[src/hdl/ccg_pkg.sv]
/*
  Shared constants of the codec clock generation block: register
  indices, reset values, write masks, field positions, divider counts.
  Assumes registers sit on a 32-bit APB, one word per register index.
*/
package ccg_pkg;
  // Register indices; byte address is four times the index
  localparam logic [5:0] PM1_IDX  = 6'h01;
  localparam logic [5:0] AUX_IDX  = 6'h05;
  localparam logic [5:0] CLK_IDX  = 6'h06;
  localparam logic [5:0] ADD_IDX  = 6'h07;
  localparam logic [5:0] SYNTH_INTEGER_RATIO_IDX = 6'h24;
  localparam logic [5:0] K1_IDX   = 6'h25;
  localparam logic [5:0] K2_IDX   = 6'h26;
  localparam logic [5:0] K3_IDX   = 6'h27;
  localparam logic [5:0] STAT_IDX = 6'h30;
  // Reset values
  localparam logic [8:0] PM1_RST  = 9'h000;
  localparam logic [8:0] AUX_RST  = 9'h000;
  localparam logic [8:0] CLK_RST  = 9'h140;
  localparam logic [8:0] ADD_RST  = 9'h000;
  localparam logic [8:0] SYNTH_INTEGER_RATIO_RST = 9'h04C;
  localparam logic [8:0] K1_RST   = 9'h00C;
  localparam logic [8:0] K2_RST   = 9'h093;
  localparam logic [8:0] K3_RST   = 9'h0E9;
  // Write masks
  localparam logic [8:0] FULL_MASK = 9'h1FF;
  localparam logic [8:0] K1_MASK   = 9'h03F;
  // Field positions
  localparam int SYS_CLOCK_SOURCE_SELECT_BIT  = 8;
  localparam int SYSTEM_CLOCK_DIVIDER_LSB = 5;
  localparam int BIT_CLOCK_DIVIDER_LSB = 2;
  localparam int MS_BIT      = 0;
  localparam int SR_LSB      = 1;
  localparam int SYNTH_ENABLE_BIT   = 5;
  localparam int VMID_LSB    = 0;
  localparam int PD_BIT      = 7;
  localparam int FRACTIONAL_DIVIDE_ENABLE_BIT  = 6;
  localparam int PRESC_LSB   = 4;
  localparam int N_LSB       = 0;
  localparam int ADCLB_BIT   = 0;
  localparam int DACLB_BIT   = 6;
  localparam int GPCLK_BIT   = 8;
  // Divider counts, in half-period events of the source
  localparam logic [9:0] POST_PERIOD  = 10'h008;
  localparam logic [9:0] POST_HIGH    = 10'h004;
  localparam logic [9:0] FRAME_PERIOD = 10'h200;
  localparam logic [9:0] FRAME_HIGH   = 10'h100;
  localparam logic [6:0] BCLK_MAX     = 7'h40;
endpackage

[src/hdl/ccg_tick_if.sv]
/*
  Carrier of one derived clock between the block's modules.
  Assumes producer and consumer run on the same core clock.
*/
interface ccg_tick_if;
  logic ev;   // One-cycle pulse per edge of the carried clock
  logic lvl;  // Present level of the carried clock
  modport src (output ev, output lvl);
  modport snk (input ev, input lvl);
endinterface

[src/hdl/ccg_divider.sv]
/*
  Event divider: counts source half-period events over a period and
  drives a level high for the first part of it, pulsing on each change.
  Assumes period is at least 2 and high at least 1.
*/
module ccg_divider #(
  parameter int W = 10
) (
  // Clock and reset
  input  wire logic         clk,
  input  wire logic         rst,
  // Source events and restart
  ccg_tick_if.snk           in_e,
  input  wire logic         restart,
  // Shape of the output
  input  wire logic [W-1:0] period,
  input  wire logic [W-1:0] high,
  // Divided events out
  ccg_tick_if.src           out_e
);
  logic [W-1:0] cnt_q;  // Position within period
  logic [W-1:0] cnt_d;  // Next position
  logic         lvl_q;  // Output level
  logic         lvl_d;  // Next output level
  logic         ev_q;   // Output edge pulse

  // Wrap at the end of the period
  always_comb begin
    cnt_d = (cnt_q >= period - 1'b1) ? '0 : cnt_q + 1'b1;
    lvl_d = cnt_d < high;
  end

  // Count on source events; restart truncates the current period
  always_ff @(posedge clk) begin
    if (rst) begin
      cnt_q <= '0;
      lvl_q <= 1'b1;
      ev_q  <= 1'b0;
    end else if (restart) begin
      cnt_q <= '0;
      lvl_q <= 1'b1;
      ev_q  <= !lvl_q;
    end else if (in_e.ev) begin
      cnt_q <= cnt_d;
      lvl_q <= lvl_d;
      ev_q  <= lvl_d != lvl_q;
    end else begin
      ev_q  <= 1'b0;
    end
  end

  assign out_e.ev  = ev_q;
  assign out_e.lvl = lvl_q;
endmodule

[src/hdl/ccg_pin_sense.sv]
/*
  Synchronises one clock pin and emits a pulse on each of its edges.
  Assumes the pin toggles slower than half the core clock rate.
*/
module ccg_pin_sense (
  // Clock and reset
  input  wire logic clk,
  input  wire logic rst,
  // Raw pin level
  input  wire logic pin,
  // Edge events out
  ccg_tick_if.src   tick
);
  logic s1_q;  // First synchroniser stage
  logic s2_q;  // Second synchroniser stage
  logic s3_q;  // Previous settled level
  logic ev_q;  // Edge pulse

  // Two-stage capture, then edge compare on settled stages only
  always_ff @(posedge clk) begin
    if (rst) begin
      s1_q <= 1'b0;
      s2_q <= 1'b0;
      s3_q <= 1'b0;
      ev_q <= 1'b0;
    end else begin
      s1_q <= pin;
      s2_q <= s1_q;
      s3_q <= s2_q;
      ev_q <= s2_q ^ s3_q;
    end
  end

  assign tick.ev  = ev_q;
  assign tick.lvl = s3_q;
endmodule

[src/hdl/ccg_top.sv]
/*
  Codec clock generation: selects the system clock source, divides it,
  makes bit and frame clocks as master, holds synthesiser controls and
  routes digital loopback. Registers on APB, one word per index.
  Assumes clock pins toggle slower than half of CORE_CLK.
*/
// Contract
// RL1: Source select picks master clock or synth
// RL2: System divider scales selected clock by code
// RL3: Bit clock divider sets master rates
// RL4: Master bit drives bit/frame clocks out
// RL5: ADC loopback feeds interface output to DAC
// RL6: DAC loopback feeds DAC data to ADC interface
// RL7: Rate code picks filter coefficients
// RL8: Timing scales from a 256fs clock
// RL9: Software picks nearest rate code
// RL10: Synth enable bit turns synthesiser on
// RL11: Zero midrail select keeps synthesiser off
// RL12: Software derives integer and fraction ratios
// RL13: Synth output passes fixed quarter divider
// RL14: Fraction enable gates fractional divide
// RL15: Prescale code conditions synth input
// RL16: Software keeps integer ratio in 6..12
// RL17: Fraction assembled from three registers
// RL18: Synth clock may drive shared pin
// RL19: Frame start may truncate bit clock
// RL20: Software may clear fraction for integers
// RL21: Power-off bit also stops synthesiser
module ccg_top #(
  parameter int DW = 24
) (
  // Clock and reset
  input  wire logic          CORE_CLK,
  input  wire logic          RST,
  // APB slave
  input  wire logic          PSEL,
  input  wire logic          PENABLE,
  input  wire logic          PWRITE,
  input  wire logic [7:0]    PADDR,
  input  wire logic [31:0]   PWDATA,
  output logic      [31:0]   PRDATA,
  output logic               PREADY,
  output logic               PSLVERR,
  // Clock inputs
  input  wire logic          MCLK_PIN,
  input  wire logic          SYNTH_CLK_PIN,
  // Bit clock pin
  input  wire logic          BCLK_IN,
  output logic               BCLK_OUT,
  output logic               BCLK_OE_N,
  // Frame clock pin
  input  wire logic          FRAME_IN,
  output logic               FRAME_OUT,
  output logic               FRAME_OE_N,
  // Shared chip select pin
  input  wire logic          CHIP_SELECT_GENERAL_PIN_IN,
  output logic               CHIP_SELECT_GENERAL_PIN_OUT,
  output logic               CHIP_SELECT_GENERAL_PIN_OE_N,
  // Internal clocking
  output logic               INTERNAL_SYSTEM_CLOCK,
  output logic               FS_STROBE,
  output logic      [2:0]    SAMPLE_RATE_CODE,
  // Synthesiser controls
  output logic               SYNTH_ENABLE,
  output logic      [1:0]    SYNTH_INPUT_PRESCALE,
  output logic      [3:0]    SYNTH_INTEGER_RATIO,
  output logic      [23:0]   SYNTH_FRACTION_RATIO,
  output logic               FRACTIONAL_DIVIDE_ENABLE,
  // Loopback data paths
  input  wire logic [DW-1:0] ADC_IFACE_OUT,
  input  wire logic [DW-1:0] DAC_IFACE_OUT,
  input  wire logic [DW-1:0] ADC_PATH_DATA,
  output logic      [DW-1:0] DAC_PATH_DATA,
  output logic      [DW-1:0] ADC_IFACE_IN
);
  // Register storage
  logic [8:0]    pm1_q;      // Power management one
  logic [8:0]    aux_q;      // Loopback and pin control
  logic [8:0]    clk_q;      // Clock generation control
  logic [8:0]    add_q;      // Additional control
  logic [8:0]    synth_integer_ratio_q;     // Synth integer control
  logic [8:0]    k1_q;       // Fraction high
  logic [8:0]    k2_q;       // Fraction mid
  logic [8:0]    k3_q;       // Fraction low
  // Bus state
  logic          pready_q;   // Access answer
  logic          pslverr_q;  // Unmapped access
  logic [31:0]   prdata_q;   // Read data
  logic [31:0]   rd_d;       // Read mux
  logic [5:0]    idx;        // Word index
  logic          hit;        // Mapped, aligned
  logic          wr_done;    // Write completes now
  // Decoded controls
  logic          sys_clock_source_select;     // Source select
  logic          ms;         // Master mode
  logic          synth_on;   // Synth allowed and enabled
  logic          fractional_divide_enable;     // Fractional divide on
  logic [4:0]    sys_per;    // System period, events
  logic [6:0]    bck_per;    // Bit clock period, events
  logic          frm_start;  // Generated frame rising
  logic          bck_rst;    // Bit clock restart
  // Output flops
  logic          internal_system_clock_q;   // System clock level
  logic          bclk_q;     // Bit clock out
  logic          frame_q;    // Frame clock out
  logic          oe_n_q;     // Bit/frame enable
  logic          gp_q;       // Shared pin out
  logic          gp_oe_n_q;  // Shared pin enable
  logic          fs_q;       // Sample strobe
  logic [2:0]    sr_q;       // Rate code out
  logic          syn_en_q;   // Synth enable out
  logic [1:0]    presc_q;    // Prescale out
  logic [3:0]    n_q;        // Integer ratio out
  logic [23:0]   k_q;        // Fraction out
  logic          fen_q;      // Fraction enable out
  logic [DW-1:0] dac_path_q; // DAC data
  logic [DW-1:0] adc_if_q;   // ADC interface data

  // Clock event carriers
  ccg_tick_if mclk_e ();
  ccg_tick_if syn_e ();
  ccg_tick_if bin_e ();
  ccg_tick_if fin_e ();
  ccg_tick_if gin_e ();
  ccg_tick_if post_e ();
  ccg_tick_if sel_e ();
  ccg_tick_if sys_e ();
  ccg_tick_if frm_e ();
  ccg_tick_if bck_e ();

  // Pin synchronisers
  ccg_pin_sense u_mclk (.clk(CORE_CLK), .rst(RST), .pin(MCLK_PIN), .tick(mclk_e));
  ccg_pin_sense u_syn  (.clk(CORE_CLK), .rst(RST), .pin(SYNTH_CLK_PIN), .tick(syn_e));
  ccg_pin_sense u_bin  (.clk(CORE_CLK), .rst(RST), .pin(BCLK_IN), .tick(bin_e));
  ccg_pin_sense u_fin  (.clk(CORE_CLK), .rst(RST), .pin(FRAME_IN), .tick(fin_e));
  ccg_pin_sense u_gin  (.clk(CORE_CLK), .rst(RST), .pin(CHIP_SELECT_GENERAL_PIN_IN),
                        .tick(gin_e));

  // Field decode
  assign sys_clock_source_select   = clk_q[ccg_pkg::SYS_CLOCK_SOURCE_SELECT_BIT];
  assign ms       = clk_q[ccg_pkg::MS_BIT];
  assign fractional_divide_enable   = synth_integer_ratio_q[ccg_pkg::FRACTIONAL_DIVIDE_ENABLE_BIT];
  // Any off condition stops the synthesiser
  assign synth_on = pm1_q[ccg_pkg::SYNTH_ENABLE_BIT]                 // RL10
                    && (pm1_q[ccg_pkg::VMID_LSB +: 2] != 2'h0) // RL11
                    && !synth_integer_ratio_q[ccg_pkg::PD_BIT];               // RL21

  // System divider period, in source half-periods (twice the ratio)
  always_comb begin
    unique case (clk_q[ccg_pkg::SYSTEM_CLOCK_DIVIDER_LSB +: 3]) // RL2
      3'h0: sys_per = 5'h02;
      3'h1: sys_per = 5'h03;
      3'h2: sys_per = 5'h04;
      3'h3: sys_per = 5'h06;
      3'h4: sys_per = 5'h08;
      3'h5: sys_per = 5'h0C;
      3'h6: sys_per = 5'h10;
      3'h7: sys_per = 5'h18;
    endcase
  end

  // Bit clock period; reserved codes behave as the largest ratio
  always_comb begin
    logic [2:0] c;
    c = clk_q[ccg_pkg::BIT_CLOCK_DIVIDER_LSB +: 3];
    if (c > 3'h5) begin
      bck_per = ccg_pkg::BCLK_MAX; // RL3
    end else begin
      bck_per = 7'h02 << c; // RL3
    end
  end

  // Fixed quarter divider on the synthesiser output
  ccg_divider #(.W(10)) u_post (
    .clk     (CORE_CLK),
    .rst     (RST),
    .in_e    (syn_e),
    .restart (!synth_on),
    .period  (ccg_pkg::POST_PERIOD), // RL13
    .high    (ccg_pkg::POST_HIGH),
    .out_e   (post_e)
  );

  // Source choice for the system divider
  assign sel_e.ev  = sys_clock_source_select ? post_e.ev : mclk_e.ev;   // RL1
  assign sel_e.lvl = sys_clock_source_select ? post_e.lvl : mclk_e.lvl; // RL1

  // Programmable system divider
  ccg_divider #(.W(5)) u_sys (
    .clk     (CORE_CLK),
    .rst     (RST),
    .in_e    (sel_e),
    .restart (1'b0),
    .period  (sys_per),
    .high    (sys_per >> 1),
    .out_e   (sys_e)
  );

  // Frame clock: 256 system clock periods per frame
  ccg_divider #(.W(10)) u_frm (
    .clk     (CORE_CLK),
    .rst     (RST),
    .in_e    (sys_e),
    .restart (!ms),
    .period  (ccg_pkg::FRAME_PERIOD), // RL8
    .high    (ccg_pkg::FRAME_HIGH),
    .out_e   (frm_e)
  );

  // Frame start restarts the bit clock, which may cut its last pulse
  assign frm_start = frm_e.ev && frm_e.lvl;
  assign bck_rst   = !ms || frm_start; // RL19

  // Bit clock divider
  ccg_divider #(.W(7)) u_bck (
    .clk     (CORE_CLK),
    .rst     (RST),
    .in_e    (sys_e),
    .restart (bck_rst),
    .period  (bck_per),
    .high    (bck_per >> 1),
    .out_e   (bck_e)
  );

  // Address decode: aligned words at mapped indices only
  assign idx     = PADDR[7:2];
  assign hit     = (PADDR[1:0] == 2'h0) && (idx inside {ccg_pkg::PM1_IDX,
                   ccg_pkg::AUX_IDX, ccg_pkg::CLK_IDX, ccg_pkg::ADD_IDX,
                   ccg_pkg::SYNTH_INTEGER_RATIO_IDX, ccg_pkg::K1_IDX, ccg_pkg::K2_IDX,
                   ccg_pkg::K3_IDX, ccg_pkg::STAT_IDX});
  assign wr_done = PSEL && PENABLE && pready_q && PWRITE && hit;

  // Read mux; status shows live clock levels
  always_comb begin
    rd_d = 32'h0000_0000;
    case (idx)
      ccg_pkg::PM1_IDX:  rd_d[8:0] = pm1_q;
      ccg_pkg::AUX_IDX:  rd_d[8:0] = aux_q;
      ccg_pkg::CLK_IDX:  rd_d[8:0] = clk_q;
      ccg_pkg::ADD_IDX:  rd_d[8:0] = add_q;
      ccg_pkg::SYNTH_INTEGER_RATIO_IDX: rd_d[8:0] = synth_integer_ratio_q;
      ccg_pkg::K1_IDX:   rd_d[8:0] = k1_q;
      ccg_pkg::K2_IDX:   rd_d[8:0] = k2_q;
      ccg_pkg::K3_IDX:   rd_d[8:0] = k3_q;
      ccg_pkg::STAT_IDX: rd_d[5:0] = {sys_e.lvl, gin_e.lvl, fin_e.lvl,
                                      bin_e.lvl, ms, synth_on};
      default:           rd_d = 32'h0000_0000;
    endcase
  end

  // APB answer: one wait state, error on unmapped or unaligned
  always_ff @(posedge CORE_CLK) begin
    if (RST) begin
      pready_q  <= 1'b0;
      pslverr_q <= 1'b0;
      prdata_q  <= 32'h0000_0000;
    end else if (PSEL && PENABLE && !pready_q) begin
      pready_q  <= 1'b1;
      pslverr_q <= !hit;
      prdata_q  <= PWRITE ? 32'h0000_0000 : rd_d;
    end else begin
      pready_q  <= 1'b0;
      pslverr_q <= 1'b0;
    end
  end

  // Register writes take effect at the completing edge
  always_ff @(posedge CORE_CLK) begin
    if (RST) begin
      pm1_q  <= ccg_pkg::PM1_RST;
      aux_q  <= ccg_pkg::AUX_RST;
      clk_q  <= ccg_pkg::CLK_RST;
      add_q  <= ccg_pkg::ADD_RST;
      synth_integer_ratio_q <= ccg_pkg::SYNTH_INTEGER_RATIO_RST;
      k1_q   <= ccg_pkg::K1_RST;
      k2_q   <= ccg_pkg::K2_RST;
      k3_q   <= ccg_pkg::K3_RST;
    end else if (wr_done) begin
      case (idx)
        ccg_pkg::PM1_IDX:  pm1_q  <= PWDATA[8:0] & ccg_pkg::FULL_MASK;
        ccg_pkg::AUX_IDX:  aux_q  <= PWDATA[8:0] & ccg_pkg::FULL_MASK;
        ccg_pkg::CLK_IDX:  clk_q  <= PWDATA[8:0] & ccg_pkg::FULL_MASK;
        ccg_pkg::ADD_IDX:  add_q  <= PWDATA[8:0] & ccg_pkg::FULL_MASK;
        ccg_pkg::SYNTH_INTEGER_RATIO_IDX: synth_integer_ratio_q <= PWDATA[8:0] & ccg_pkg::FULL_MASK;
        ccg_pkg::K1_IDX:   k1_q   <= PWDATA[8:0] & ccg_pkg::K1_MASK;
        ccg_pkg::K2_IDX:   k2_q   <= PWDATA[8:0] & ccg_pkg::FULL_MASK;
        ccg_pkg::K3_IDX:   k3_q   <= PWDATA[8:0] & ccg_pkg::FULL_MASK;
        default:           pm1_q  <= pm1_q;
      endcase
    end
  end

  // Clock pin drivers; bit and frame pins released while slave, shared pin released while its GPCLK bit is clear
  always_ff @(posedge CORE_CLK) begin
    if (RST) begin
      internal_system_clock_q  <= 1'b0;
      bclk_q    <= 1'b0;
      frame_q   <= 1'b0;
      oe_n_q    <= 1'b1;
      gp_q      <= 1'b0;
      gp_oe_n_q <= 1'b1;
    end else begin
      internal_system_clock_q  <= sys_e.lvl;
      bclk_q    <= ms && bck_e.lvl; // RL4
      frame_q   <= ms && frm_e.lvl; // RL4
      oe_n_q    <= !ms;             // RL4
      gp_q      <= aux_q[ccg_pkg::GPCLK_BIT] && post_e.lvl;  // RL18
      gp_oe_n_q <= !aux_q[ccg_pkg::GPCLK_BIT];               // RL18
    end
  end

  // Sample strobe from own or received frame, and rate code
  always_ff @(posedge CORE_CLK) begin
    if (RST) begin
      fs_q <= 1'b0;
      sr_q <= 3'h0;
    end else begin
      fs_q <= ms ? frm_start : (fin_e.ev && fin_e.lvl); // RL8
      sr_q <= add_q[ccg_pkg::SR_LSB +: 3];              // RL7
    end
  end

  // Synthesiser control outputs
  always_ff @(posedge CORE_CLK) begin
    if (RST) begin
      syn_en_q <= 1'b0;
      presc_q  <= 2'h0;
      n_q      <= 4'h0;
      k_q      <= 24'h00_0000;
      fen_q    <= 1'b0;
    end else begin
      syn_en_q <= synth_on;                                 // RL10
      presc_q  <= synth_integer_ratio_q[ccg_pkg::PRESC_LSB +: 2];          // RL15
      n_q      <= synth_integer_ratio_q[ccg_pkg::N_LSB +: 4];
      fen_q    <= fractional_divide_enable;                                   // RL14
      // Fraction reads as zero while fractional divide is off
      k_q      <= fractional_divide_enable ? {k1_q[5:0], k2_q, k3_q} : 24'h00_0000; // RL17
    end
  end

  // Digital loopback routing
  always_ff @(posedge CORE_CLK) begin
    if (RST) begin
      dac_path_q <= '0;
      adc_if_q   <= '0;
    end else begin
      dac_path_q <= aux_q[ccg_pkg::ADCLB_BIT] ? ADC_IFACE_OUT : DAC_IFACE_OUT; // RL5
      adc_if_q   <= aux_q[ccg_pkg::DACLB_BIT] ? DAC_IFACE_OUT : ADC_PATH_DATA; // RL6
    end
  end

  // Output assignments, all from flops
  assign PRDATA                       = prdata_q;
  assign PREADY                       = pready_q;
  assign PSLVERR                      = pslverr_q;
  assign BCLK_OUT                     = bclk_q;
  assign BCLK_OE_N                    = oe_n_q;
  assign FRAME_OUT                    = frame_q;
  assign FRAME_OE_N                   = oe_n_q;
  assign CHIP_SELECT_GENERAL_PIN_OUT  = gp_q;
  assign CHIP_SELECT_GENERAL_PIN_OE_N = gp_oe_n_q;
  assign INTERNAL_SYSTEM_CLOCK        = internal_system_clock_q;
  assign FS_STROBE                    = fs_q;
  assign SAMPLE_RATE_CODE             = sr_q;
  assign SYNTH_ENABLE                 = syn_en_q;
  assign SYNTH_INPUT_PRESCALE         = presc_q;
  assign SYNTH_INTEGER_RATIO          = n_q;
  assign SYNTH_FRACTION_RATIO         = k_q;
  assign FRACTIONAL_DIVIDE_ENABLE     = fen_q;
  assign DAC_PATH_DATA                = dac_path_q;
  assign ADC_IFACE_IN                 = adc_if_q;
endmodule

[config.mk]
export PLATFORM = sky130hd
export DESIGN_NAME = ccg_top
export DESIGN_NICKNAME = d
export VERILOG_FILES = /design/src/hdl/ccg_pkg.sv /design/src/hdl/ccg_tick_if.sv /design/src/hdl/ccg_divider.sv /design/src/hdl/ccg_pin_sense.sv /design/src/hdl/ccg_top.sv
export SDC_FILE = /design/constraint.sdc
export NUM_CORES = 1
export LEC_CHECK = 0
export BUFFER_PORTS_ARGS = -buffer_cell sky130_fd_sc_hd__buf_4
export CORE_MARGIN = 5
export CORE_UTILIZATION = 48
export DETAILED_ROUTE_END_ITERATION = 12
export PLACE_DENSITY = 0.81
export SYNTH_ARGS = -nofsm -noshare
export SYNTH_HDL_FRONTEND = slang
export SYNTH_SLANG_ARGS = --single-unit
export TNS_END_PERCENT = 10
[constraint.sdc]
create_clock -name CORE_CLK -period 3.55 [get_ports CORE_CLK]
set_clock_uncertainty 0.15 [all_clocks]
set_input_delay 0.5325 -clock CORE_CLK [delete_from_list [all_inputs] [get_ports CORE_CLK]]
set_output_delay 0.5325 -clock CORE_CLK [all_outputs]
set_load 0.03 [all_outputs]
After elaboration in Yosys (flattened, before gate mapping) --
Memory sizes are Yosys's and may differ from the RTL's. A register that Yosys moved wholly into a read port is not among the register bits. Index checks and enable logic that the tools add are counted.
Storage, ports and cells: logic and storage cells 149, memory bits (read-only) 40, bits of input ports 122, output and inout port bits 125, bits in writable memories 0, bits in registers 250, bits in latches 0, memories kept 1
Memories:
- (no name shown) | depth 8, bits a word 5, read ports 1, clocked after Yosys merged registers in 1, wr ports 0, line ccg_top.sv:150 | unique case (clk_q[ccg_pkg::SYSTEM_CLOCK_DIVIDER_LSB +: 3])
Cells by class: $add $sub $neg 6, order comparisons 9, eq/ne operators 12, divide/modulo/power cells 0, shift-type cells 1, reduce and logical (&&, ||, !) cells 38, muxes and demuxes 19, multipliers 0, bitwise gates (word level) 8
Operators by type and width (count):
- $pmux 6 s9 | 1
- $mux 24 | 2
- $eq 6x6->1 const B | 5
- $pmux 3 s7 | 1
- $add 10x1->10 const B | 2
- $mux 10 | 2
- $eq 6x3->1 const B | 3
- $reduce_and 2->1 | 8
- $mux 7 | 2
- $logic_and 1x1->1 | 13
- $reduce_or 2->1 | 6
- $ge 10x3->1 const B | 1
- $ge 10x9->1 const B | 1
- $lt 10x3->1 const B | 1
- $lt 10x9->1 const B | 1
- $mux 9 | 1
- $reduce_bool 9->1 | 1
- $add 7x1->7 const B | 1
- $ge 7x7->1 | 1
- $logic_not 1->1 | 7
- $lt 7x6->1 | 1
- $mux 1 | 7
- $shl 2x3->7 const A | 1
- $sub 7x1->7 const B | 1
- other kinds (14) | 23

Depth between registers and ports, before layout --
Gate-level depths: netlist (run 1).
depth after elaboration 7, gate-level depth with buffers 17, gate-level depth less buffers 16

Hierarchy --
A second synthesis (run 1) with hierarchy kept.
Second synthesis, totals: cells, all modules 1332, area, all modules 11900.2 um2
Modules (own cells, without submodules):
- ccg_top | times used 1, area each 6866.6 um2, cells an instance 704, sequential area each 3503.4 um2
- ccg_divider (u_frm) | times used 1, area each 1471.4 um2, cells an instance 189, sequential area each 240.2 um2
- ccg_divider (u_post) | times used 1, area each 1406.3 um2, cells an instance 185, sequential area each 240.2 um2
- ccg_divider (u_bck) | times used 1, area each 924.6 um2, cells an instance 123, sequential area each 180.2 um2
- ccg_divider (u_sys) | times used 1, area each 674.4 um2, cells an instance 86, sequential area each 140.1 um2
- ccg_pin_sense | times used 5, area each 111.4 um2, cells an instance 9, sequential area each 80.1 um2

Least setup slack after synthesis (run 1) --
OpenSTA, ideal clock, no wires.
path type reg-to-reg, start point register clk_q[2], end point register u_bck.lvl_q, in the netlist u_bck.out_e.lvl, path slack 0.202 ns, library setup time 0.091 ns, stages on the path, launching flop included 17, required time 3.309 ns, arrival 3.107 ns, buffers on the path 1, clock period less this slack 3.348 ns, cell sequence dfxtp_1 > clkbuf_1 > or3_1 > ha_1 > nor3_1 > a21o_1 > a21oi_1 > ha_1 > nand4_1 > and3_1 > nand2_1 > nor2_1 > ha_1 > o21a_1 > o2111a_1 > o211a_1 > a311oi_1
Between the ends: cells in the longest elaborated chain, start to end 6, elaborated cells between the ends (all ways) 7, those cells by class add/sub (1); order compare (3); shift (1); mux (2)
RTL lines:
- from (decl) | line ccg_top.sv:79 | logic [8:0] clk_q;
- from (signal assigned) | line ccg_top.sv:272 | clk_q <= ccg_pkg::CLK_RST;
- from (signal assigned) | line ccg_top.sv:282 | ccg_pkg::CLK_IDX: clk_q <= PWDATA[8:0] & ccg_pkg::FULL_MASK;
- $gt 3x3->1 or $shl 2x3->7 (tied branches) | line ccg_top.sv:166, ccg_top.sv:169
- $mux 7 * | line ccg_top.sv:166 | if (c > 3'h5) begin
- $sub 7x1->7 * | line ccg_divider.sv:29 | cnt_d = (cnt_q >= period - 1'b1) ? '0 : cnt_q + 1'b1;
- $ge 7x7->1 * | line ccg_divider.sv:29
- $mux 7 * | line ccg_divider.sv:29
- via u_bck.cnt_d[2] | line ccg_divider.sv:22 | logic [W-1:0] cnt_d;
- $lt 7x6->1 * | line ccg_divider.sv:30 | lvl_d = cnt_d < high;
- to (signal assigned) | line ccg_divider.sv:45 | lvl_q <= lvl_d;
- to (decl) | line ccg_divider.sv:23 | logic lvl_q;
The timed path passes the listed nets; every way through them passes the cells marked *. A chain may end at the register's enable or synchronous reset.

Worst setup path in the final report (run 1) --
start point register clk_q[4], end point register u_bck.lvl_q, in the netlist u_bck.out_e.lvl
The elaborated chain is that of the path after synthesis.

==> run metrics, run 1 <==
HP Start CHIP_SELECT_GENERAL_PIN_IN; core box area 19400 sq um; R2R cell count 14; Max Clk Rate approximately 0.3 GHz; PortBufs 200; status completed; Post-synth EDFFs 0; count of final max-slew check failures 0; min Tclk post-route 3.34 ns; largest net degree at the start of global routing 85; Max Cap Viol 0; post-route ant nets 0; Final nets 1303; Area Growth Syn to Fin 25.9%; multi-input logic area between 4000 and 5000 sq um; PostCTS Resize Cnt 0; number of global-route vias before repair 7345; Critical Path Max Stage Delay 0.36 ns; critical path type reg2reg; Reg area ~4600 sq um; area leader, netlist dfxtp_1; routed via count 7564; Root Driver clkbuf_16; global-route wire length before repair 37.2 mm; main flop type after synthesis dfxtp_1; Post-Place Worst Slack around 0.13 ns; Residual DRC 0; Hold Path Class in2reg; final hold vios 0; Final WS setup 0.208 ns; die height 150 um; total I/O pin count 247; crit path capture type register; ranking of synthesized cells by area dfxtp_1 49%, mux2i_1 11%, nor2_1 6.0%; clk sink count 232; Yosys Warn Count 0; H-tree depth 1; Fin Setup TNS 0 ns; sequential area share after synthesis 49.2%; 1st-iter DRT viols just under 600; worst path arrival time 3.61 ns; FF-to-FF Start clk_q[4]; Worst-path clk slew ~0.06 ns; # rows 51; Die W 150 um; worst-margin pin slew 0.899 ns; CP cell instances or3_4, ha_2, nor3_1, a21o_1, a21oi_1, ha_1, nand4_1, and3_1, and3_1, ha_1, o21a_1, o2111a_1, o211a_1, a311oi_1; detailed-route wire length 23.7 mm; Slew HR 38.3%; total track usage 20.2%; Remaining Overflow, GRT 0; layout cell share with drive strength beyond 1 23.5%; CTS tree done; DIE AREA 22600 sq um; startpoint types register; pwr dens 466 nW/um^2; synth cell count leaders 232 x dfxtp_1, 150 x nor2_1, 104 x mux2i_1; CP Data Required Time 3.82 ns; diode count 0; initial antenna violation count 0; clock buffer depth 3; peak supply drop 351 uV; hpwl dp 17.3 mm; worst hold path stage count 2; leakage power total 0.00478 uW; DR pass1 iterations 8; Worst-Skew Late Latency 0.52 ns; Starting Density 48.7%; Yosys reg bits 232; synthesized area 9450 sq um; wire per inst roughly 16 um; Final Wtd Congestion 0.877; Hold Worst Slack 0.0755 ns; Worst path slowest cell dfxtp_1; top-area cell type share of the netlist area approximately half; Avg Cell Area, Syn 9.76 sq um; synth unique cells 59; number of buffers added for setup after CTS 0; asr flop ratio synth 0%; fin crit share 94.1%; Cells after Synth 968; # hold bufs at CTS 0; crit-path max FO 7; Worst Hold End u_gin.s1_q; Vias/cell 5.25; clock buffer count from CTS 25; r2r setup slk 0.21 ns; number of fillers in the final layout 1653; RR Endpoint u_bck.out_e.lvl; count leader, synth dfxtp_1; setup violators final 0
-- stage by stage --
stage	cell area, sq um	utilization [%]	total power, uW	instances
final	11900	61.3	5540	1441
after CTS	11900	61.2	5600	1441
after global placement	11100	57.1	3120	1395
after global routing	11900	61.3	5740	1441
after floorplan	9530	-	2960	990
after detailed placement	11100	57.1	3120	1395
-- placed cells by master, fill, tap and decap left out, types with 11 or more instances in the layout --
cell | Yosys | layout
conb_1 | 2 | 24
nand3_1 | 25 | 25
and2_1 | 34 | 34
mux2i_1 | 104 | 104
a22oi_1 | 15 | 15
a211o_1 | 15 | 15
clkbuf_16 | 0 | 25
ha_1 | 24 | 23
nand2_1 | 36 | 35
xnor2_1 | 13 | 13
nor2b_1 | 48 | 48
buf_4 | 27 | 221
inv_1 | 19 | 19
nor2_1 | 150 | 148
a222oi_1 | 21 | 21
nor3_1 | 11 | 11
a21oi_1 | 28 | 28
dfxtp_1 | 232 | 232
nand2b_1 | 11 | 11
-- registers in the layout, summed over array words and instances, names as in the netlist, 4 cells and up --
register / flops
u_sys.cnt_q: 5
DAC_PATH_DATA: 24
k3_q: 9
aux_q: 9
pm1_q: 9
PRDATA: 9
sys_per: 5
SYNTH_FRACTION_RATIO: 24
k1_q: 6
clk_q: 9
u_bck.cnt_q: 7
u_frm.cnt_q: 10
u_post.cnt_q: 10
synth_integer_ratio_q: 9
SYNTH_INTEGER_RATIO: 4
add_q: 9
k2_q: 9
ADC_IFACE_IN: 24
-- per-layer routing --
metal,part of all wire [%],track usage (%),vias to the layer above
met4,3.1,7.00,0
met2,48,33.6,301
met5,0,0,-
li1,-,-,3678
met1,40,24.7,3544
met3,9.3,6.29,41
-- final cells by class --
class	instances	area share [%]
repair buffers	221	14.0
clock inverters	8	0.484
well taps	265	2.79
multi-input cells	658	36.9
flip-flops and latches	232	39.1
clock buffers	38	6.26
inverters	19	0.600
-- cells by family after synthesis --
group | Yosys count | synth area share, %
multiplexers | 104 | 11.0
XOR/XNOR | 22 | 2.04
buffers and inverters | 100 | 5.44
adder cells (fa/ha/maj) | 25 | 3.29
AND/OR/NAND/NOR | 368 | 19.7
AO/OA/AOI/OAI | 115 | 9.22
other | 2 | 0.0795
flip-flops | 232 | 49.2
-- where the power goes --
group | internal, uW | total [uW] | switching, uW
Combinational | 156 | 399 | 243
Clock | 1450 | 2480 | 1030
Sequential | 2650 | 2670 | 14.7
Total | 4260 | 5540 | 1290
-- worst max-delay path: cells and delay by family, from the launching register on --
family	cells	cell delay, ns
and+or+nand+nor	5	1.05
AOI/OAI and AO/OA	6	0.84
adders and majority gates	3	0.83
DFF	1	0.36
-- how the worst max path moves through the flow --
stage | from | endpoint | slack [ns] | cells past startpoint
after floorplan | clk_q[2] | u_bck.out_e.lvl | 0.20 | 16
after global placement | clk_q[4] | u_bck.out_e.lvl | 0.22 | 14
after detailed placement | clk_q[2] | u_bck.out_e.lvl | 0.13 | 15
after CTS | clk_q[2] | u_bck.out_e.lvl | 0.09 | 15
after global routing | clk_q[4] | u_bck.out_e.lvl | -0.007 | 14
final | clk_q[4] | u_bck.out_e.lvl | 0.21 | 14
Power figures use the tool's default switching activity.
==> run 2: changes to the inputs <==
Settings changed: ABC_CLOCK_PERIOD_IN_PS set to 3550, CORE_UTILIZATION 48 to 50, SYNTH_HIERARCHICAL set to 1.
==> run 2 against run 1 <==
Sequential power about the same. Sequential share of layout area shrank 7.7 points. Clock power is 13% higher. Via count rose by 33%. Non-clock buffer count up 11. Synthesized area up 25%. Global-route usage is 1.3 points higher. Critical path type unchanged. Largest cell class is now multi-input combinational cells. Largest power group is now clock.
==> run metrics, run 2 <==
status completed; crit-path max FO 7 (unchanged); clock buffer depth 3 (unchanged); wl on met1 12.7 mm (+36%); number of global-route vias before repair 9684 (+32%); CTS tree done; Root Driver clkbuf_16; critical path type reg2reg; Final Wtd Congestion 0.879 (+0.22%); DR pass1 iterations 5 (-3); Layout Cells excl Fill 1939 (+35%); WL met3 1.39 mm (-37%); detailed-route wire length 29.6 mm (+25%); crit path capture type register; worst-margin pin slew 0.800 ns (-0.0989 ns); clk sink count 232 (unchanged); fin crit share 94.6% (+0.49 points); largest net degree at the start of global routing 106 (+25%); wire per inst 15.3 um (-7.2%); hpwl dp 21.4 mm (+24%); total I/O pin count 247 (unchanged); leakage power total 0.00626 uW (+31%); Area Growth Syn to Fin 25.7%; synthesized area 11800 sq um (+25%); PortBufs 200 (unchanged); Slew HR 46.6% (+8.3 points); setup violators final 0 (unchanged); # hold bufs at CTS 0 (unchanged); commonest non-fill, non-tap cell in the layout dfxtp_1; global-route wire length before repair 47.8 mm (+28%); Yosys Warn Count 6 (+6); Max Cap Viol 0 (unchanged); post-route ant nets 0 (unchanged); most frequent cells in the layout 232 x dfxtp_1, 230 x buf_4, 149 x nor2_1, 111 x conb_1, 103 x mux2i_1; diode count 0 (unchanged); highest metal used met4; Worst-Skew Late Latency 0.54 ns (+0.02 ns); total length of routed met2 wires 14.5 mm (+27%); DIE AREA 26700 sq um (+18%); initial antenna violation count 0 (unchanged); pwr dens 405 nW/um^2 (-13%); Hold Path Class in2reg; placed cell count 1887 (+35%); Critical Path Max Stage Delay 0.32 ns (-0.04 ns); routed via count 10036 (+33%); Residual DRC 0 (unchanged); startpoint types register; Fin Setup TNS 0 ns (unchanged); worst path arrival time 3.66 ns (+0.05 ns); Worst path slowest cell dfxtp_1; Avg Cell Area, Syn 8.92 sq um (-8.5%); clock buffer count from CTS 26 (+4.0%); Remaining Overflow, GRT 0 (unchanged); final hold vios 0 (unchanged); Max Clk Rate 0.298 GHz (-0.52%); peak supply drop 327 uV (-6.8%); die height 163 um (+8.8%); Die W 163 um (+8.8%); H-tree depth 1 (unchanged); Worst-path clk slew 0.06 ns (about the same); count of final max-slew check failures 0 (unchanged); Starting Density 50.5% (+1.8 points); Vias/cell 5.18 (-1.4%); CP cell instances buf_4, nor3b_2, nor2_1, nand2_1, nor3_2, xnor2_1, ha_1, a21oi_1, o21ai_1, a21o_1, buf_4, nor2_1, ha_1, o21ai_0, a21o_1, o22ai_1, a211o_1, o21ai_0; Final nets 1790 (+37%); layout cell share with drive strength beyond 1 19.5% (-4.0 points); Cells after Synth 1319 (+36%); CP Data Required Time 3.85 ns (+0.03 ns); total track usage 21.5% (+1.3 points); 1st-iter DRT viols 681 (+15%); core box area 23300 sq um (+20%); # rows 56 (+9.8%); RSZ-0062 raised after global routing yes; min Tclk post-route 3.36 ns (+0.0173 ns)
run 2: worst paths after layout:
path	startpoint	to	slack (ns)	depth (start not counted)
hold / removal	MCLK_PIN	u_mclk/s1_q	0.06	2
setup reg to reg	clk_q[3]	u_bck/out_e.lvl	0.19	18
setup / recovery	clk_q[3]	u_bck/out_e.lvl	0.19	18
hold reg to reg	u_bin/s1_q	u_bin/s2_q	0.27	1
run 2: through the flow:
| stage | total power [uW] | area (sq um) | hold WS (ns) | worst slack, ns | util [%] |
|---|---|---|---|---|---|
| floorplan | 3040 | 12200 | 0.255 | 0.316 | - |
| global placement | 3220 | 13800 | 0.277 | 0.259 | 59.2 |
| detailed placement | 3230 | 13800 | 0.279 | 0.233 | 59.2 |
| CTS | 6050 | 14700 | 0.0399 | 0.202 | 63.1 |
| global route | 6210 | 14800 | 0.0517 | -0.0675 | 63.4 |
| finish | 6000 | 14800 | 0.0553 | 0.190 | 63.4 |
run 2: worst max-delay path, delay by kind of cell (launching register included):
family / cells / cell delay [ns]
AO/OA/AOI/OAI: 8 / 1.16
XOR/XNOR: 1 / 0.14
adder cells (fa/ha/maj): 2 / 0.52
buffers and inverters: 2 / 0.31
flip-flops: 1 / 0.32
AND/OR/NAND/NOR: 5 / 0.67
run 2: layout make-up:
cell class                      count  area [sq um]
Tap cell                          319           399
Multi-Input combinational cell   1044          6840
Clock inverter                      9           141
Clock buffer                       39           769
Timing Repair Buffer              232          1760
Sequential cell                   232          4640
Inverter                           64           240
Fill cell                        2003          8540
run 2: what timing repair did:
item	CTS	global route
buffers inserted	0	4
setup endpoints to repair	0	2
gates resized for setup	0	6
endpoints found under the hold margin	0	0
run 2: per-layer routing:
layer	GRT usage [%]	up-vias
met5	0.189	-
met2	36.8	240
met4	7.32	0
met1	27.8	4702
li1	-	5029
met3	3.13	65
run 2: report_power, final:
group	total (uW)	internal (uW)	switching [uW]
Combinational	514	203	311
Clock	2810	1720	1090
Sequential	2670	2650	17.1
Total	6000	4580	1420
==> run 3: changes to the inputs <==
Settings changed: PLACE_DENSITY 0.81 to not set, PLACE_DENSITY_LB_ADDON set to 0.1.
==> run 3 against run 2 <==
Cell area up 0.18%. Routed wire length up 0.10%. First-iteration DRC count down 27%. Critical path depth down 1. Worst hold slack better by 0.018 ns. Non-clock buffer count unchanged. Sequential share of layout area about the same.
==> run metrics, run 3 (synthesis gave the netlist of run 2 again) <==
status completed; Remaining Overflow, GRT 0 (unchanged); post-route cell area 14800 sq um (+0.18%); Fin Setup TNS 0 ns (unchanged); CTS tree done; Worst path slowest cell dfxtp_2; Final Total Pwr 5970 uW (-0.48%); dpl cell area 13800 sq um (about the same); Hold Path Class in2reg; diode count 0 (unchanged); layout cell share with drive strength beyond 1 20.0% (+0.54 points); Vias/cell 5.10 (-1.5%); final hold vios 0 (unchanged); total track usage 21.2% (-0.26 points); die height 163 um (unchanged); PortBufs 200 (unchanged); Final Wtd Congestion 0.873 (-0.69%); Slew HR 41.2% (-5.4 points); worst-margin pin slew 0.879 ns (+0.0790 ns); Worst-path clk slew 0.06 ns (about the same); pwr dens 403 nW/um^2 (-0.65%); 1st-iter DRT viols 498 (-27%); initial antenna violation count 0 (unchanged); setup violators final 0 (unchanged); min Tclk post-route 3.32 ns (-0.0434 ns); Logic pwr share 8.7% (about the same); Final nets 1791 (+0.056%); # rows 56 (unchanged); routed via count 9887 (-1.5%); Root Driver clkbuf_16; Finished Core Util 63.5% (+0.11 points); critical path type reg2reg; CP cell instances nor3_2, inv_1, ha_1, nand2_1, nor3_2, xnor2_1, ha_1, a21oi_1, o21ai_2, a21oi_2, and2_1, ha_1, o21ai_0, a21o_1, o22ai_1, a211o_1, o21ai_0; startpoint types register; number of global-route vias before repair 9443 (-2.5%); crit path capture type register; Worst-Skew Late Latency 0.53 ns (about the same); Area Growth Syn to Fin 25.9%; worst path arrival time 3.61 ns (-0.05 ns); FF-to-FF Start clk_q[2]; DR pass1 iterations 5 (unchanged); fin crit share 93.4% (-1.2 points); count of final max-slew check failures 0 (unchanged); Max Clk Rate 0.302 GHz (+1.3%); P_int 4560 uW (-0.43%); CP Data Required Time 3.85 ns (about the same); Hold Worst Slack 0.0735 ns (+0.0182 ns); Max Cap Viol 0 (unchanged); H-tree depth 1 (unchanged); Critical Path Max Stage Delay 0.37 ns (+0.05 ns); clk sink count 232 (unchanged); Sw Share 23.6% (-0.032 points); largest net degree at the start of global routing 95 (-10%); global-route wire length before repair 47.2 mm (-1.1%); clock buffer count from CTS 27 (+3.8%); total I/O pin count 247 (unchanged); # hold bufs at CTS 0 (unchanged); most frequent cells in the layout 230 x dfxtp_1, 229 x buf_4, 148 x nor2_1, 111 x conb_1, 103 x mux2i_1; crit path launch clk_q[2]; Starting Density 50.5% (unchanged); Die W 163 um (unchanged); Buf+Inv Stages, Crit Path 1 (-1); P_sw 1410 uW (-0.61%); DIE AREA 26700 sq um (unchanged); post-route ant nets 0 (unchanged); detailed-route wire length 29.7 mm (+0.10%); HP Start SYNTH_CLK_PIN; hpwl dp 21.5 mm (+0.22%); Top delay family on crit path compound AO/OA/AOI/OAI gates; crit-path max FO 8 (+1); Residual DRC 0 (unchanged); core box area 23300 sq um (unchanged); peak supply drop 297 uV (-9.3%); CP most frequent cell ha_1; clock share of power 46.6% (-0.3 points); clock buffer depth 3 (unchanged); wire per inst 15.3 um (about the same); leakage power total 0.00627 uW (+0.17%); Seq pwr share 44.7% (+0.2 points); commonest non-fill, non-tap cell in the layout dfxtp_1
==> run 3: power by group through the flow <==
stage	sequential (uW)	clock, uW	combinational, uW
4_1_cts	2670	2850	509
5_1_grt	2670	2970	562
3_5_place_dp	2720	0	507
3_3_place_gp	2720	0	500
6_report	2670	2780	517
2_1_floorplan	2800	0	237
==> run 3: area by class of cell <==
type	instances	area, sq um
sequential	232	4650
tap	319	399
multi-input combinational	1044	6860
clock inverter	15	166
inverter	64	240
clock buffer	34	742
timing repair buffer	232	1770
fill	2052	8510
==> run 3: metrics by stage <==
step	worst slack, ns	instances
after floorplan	0.316	1428
after global placement	0.217	1887
after detailed placement	0.170	1887
after CTS	0.145	1936
after global routing	-0.119	1940
final	0.234	1940
==> run 3: worst register-to-register path: cells and delay by family (launching register included) <==
kind,cells,cell delay (ns)
DFF,1,0.37
AOI/OAI and AO/OA,8,1.27
adders and majority gates,3,0.68
buffers and inverters,1,0.06
and+or+nand+nor,4,0.53
xor gates and xnor gates,1,0.17
==> run 3: layer usage <==
metal	global-route usage (%)	part of all wire (%)	routed length, um
met1	28.8	45	13200
met4	6.02	2.5	737
met5	0	0	0
met3	3.26	5.0	1490
met2	35.4	48	14200
==> run 3: worst paths after layout <==
| kind | endpoint | slack [ns] | depth (start not counted) |
|---|---|---|---|
| hold / removal | u_syn/s1_q | 0.07 | 2 |
| setup reg to reg | u_bck/out_e.lvl | 0.23 | 17 |
| hold reg to reg | u_bin/tick.lvl | 0.28 | 1 |
| setup / recovery | u_bck/out_e.lvl | 0.23 | 17 |
==> run 3: what timing repair did <==
item / in CTS / in global routing
gates resized for setup: 0 / 12
setup endpoints to repair: 0 / 2
setup buffers: 0 / 4
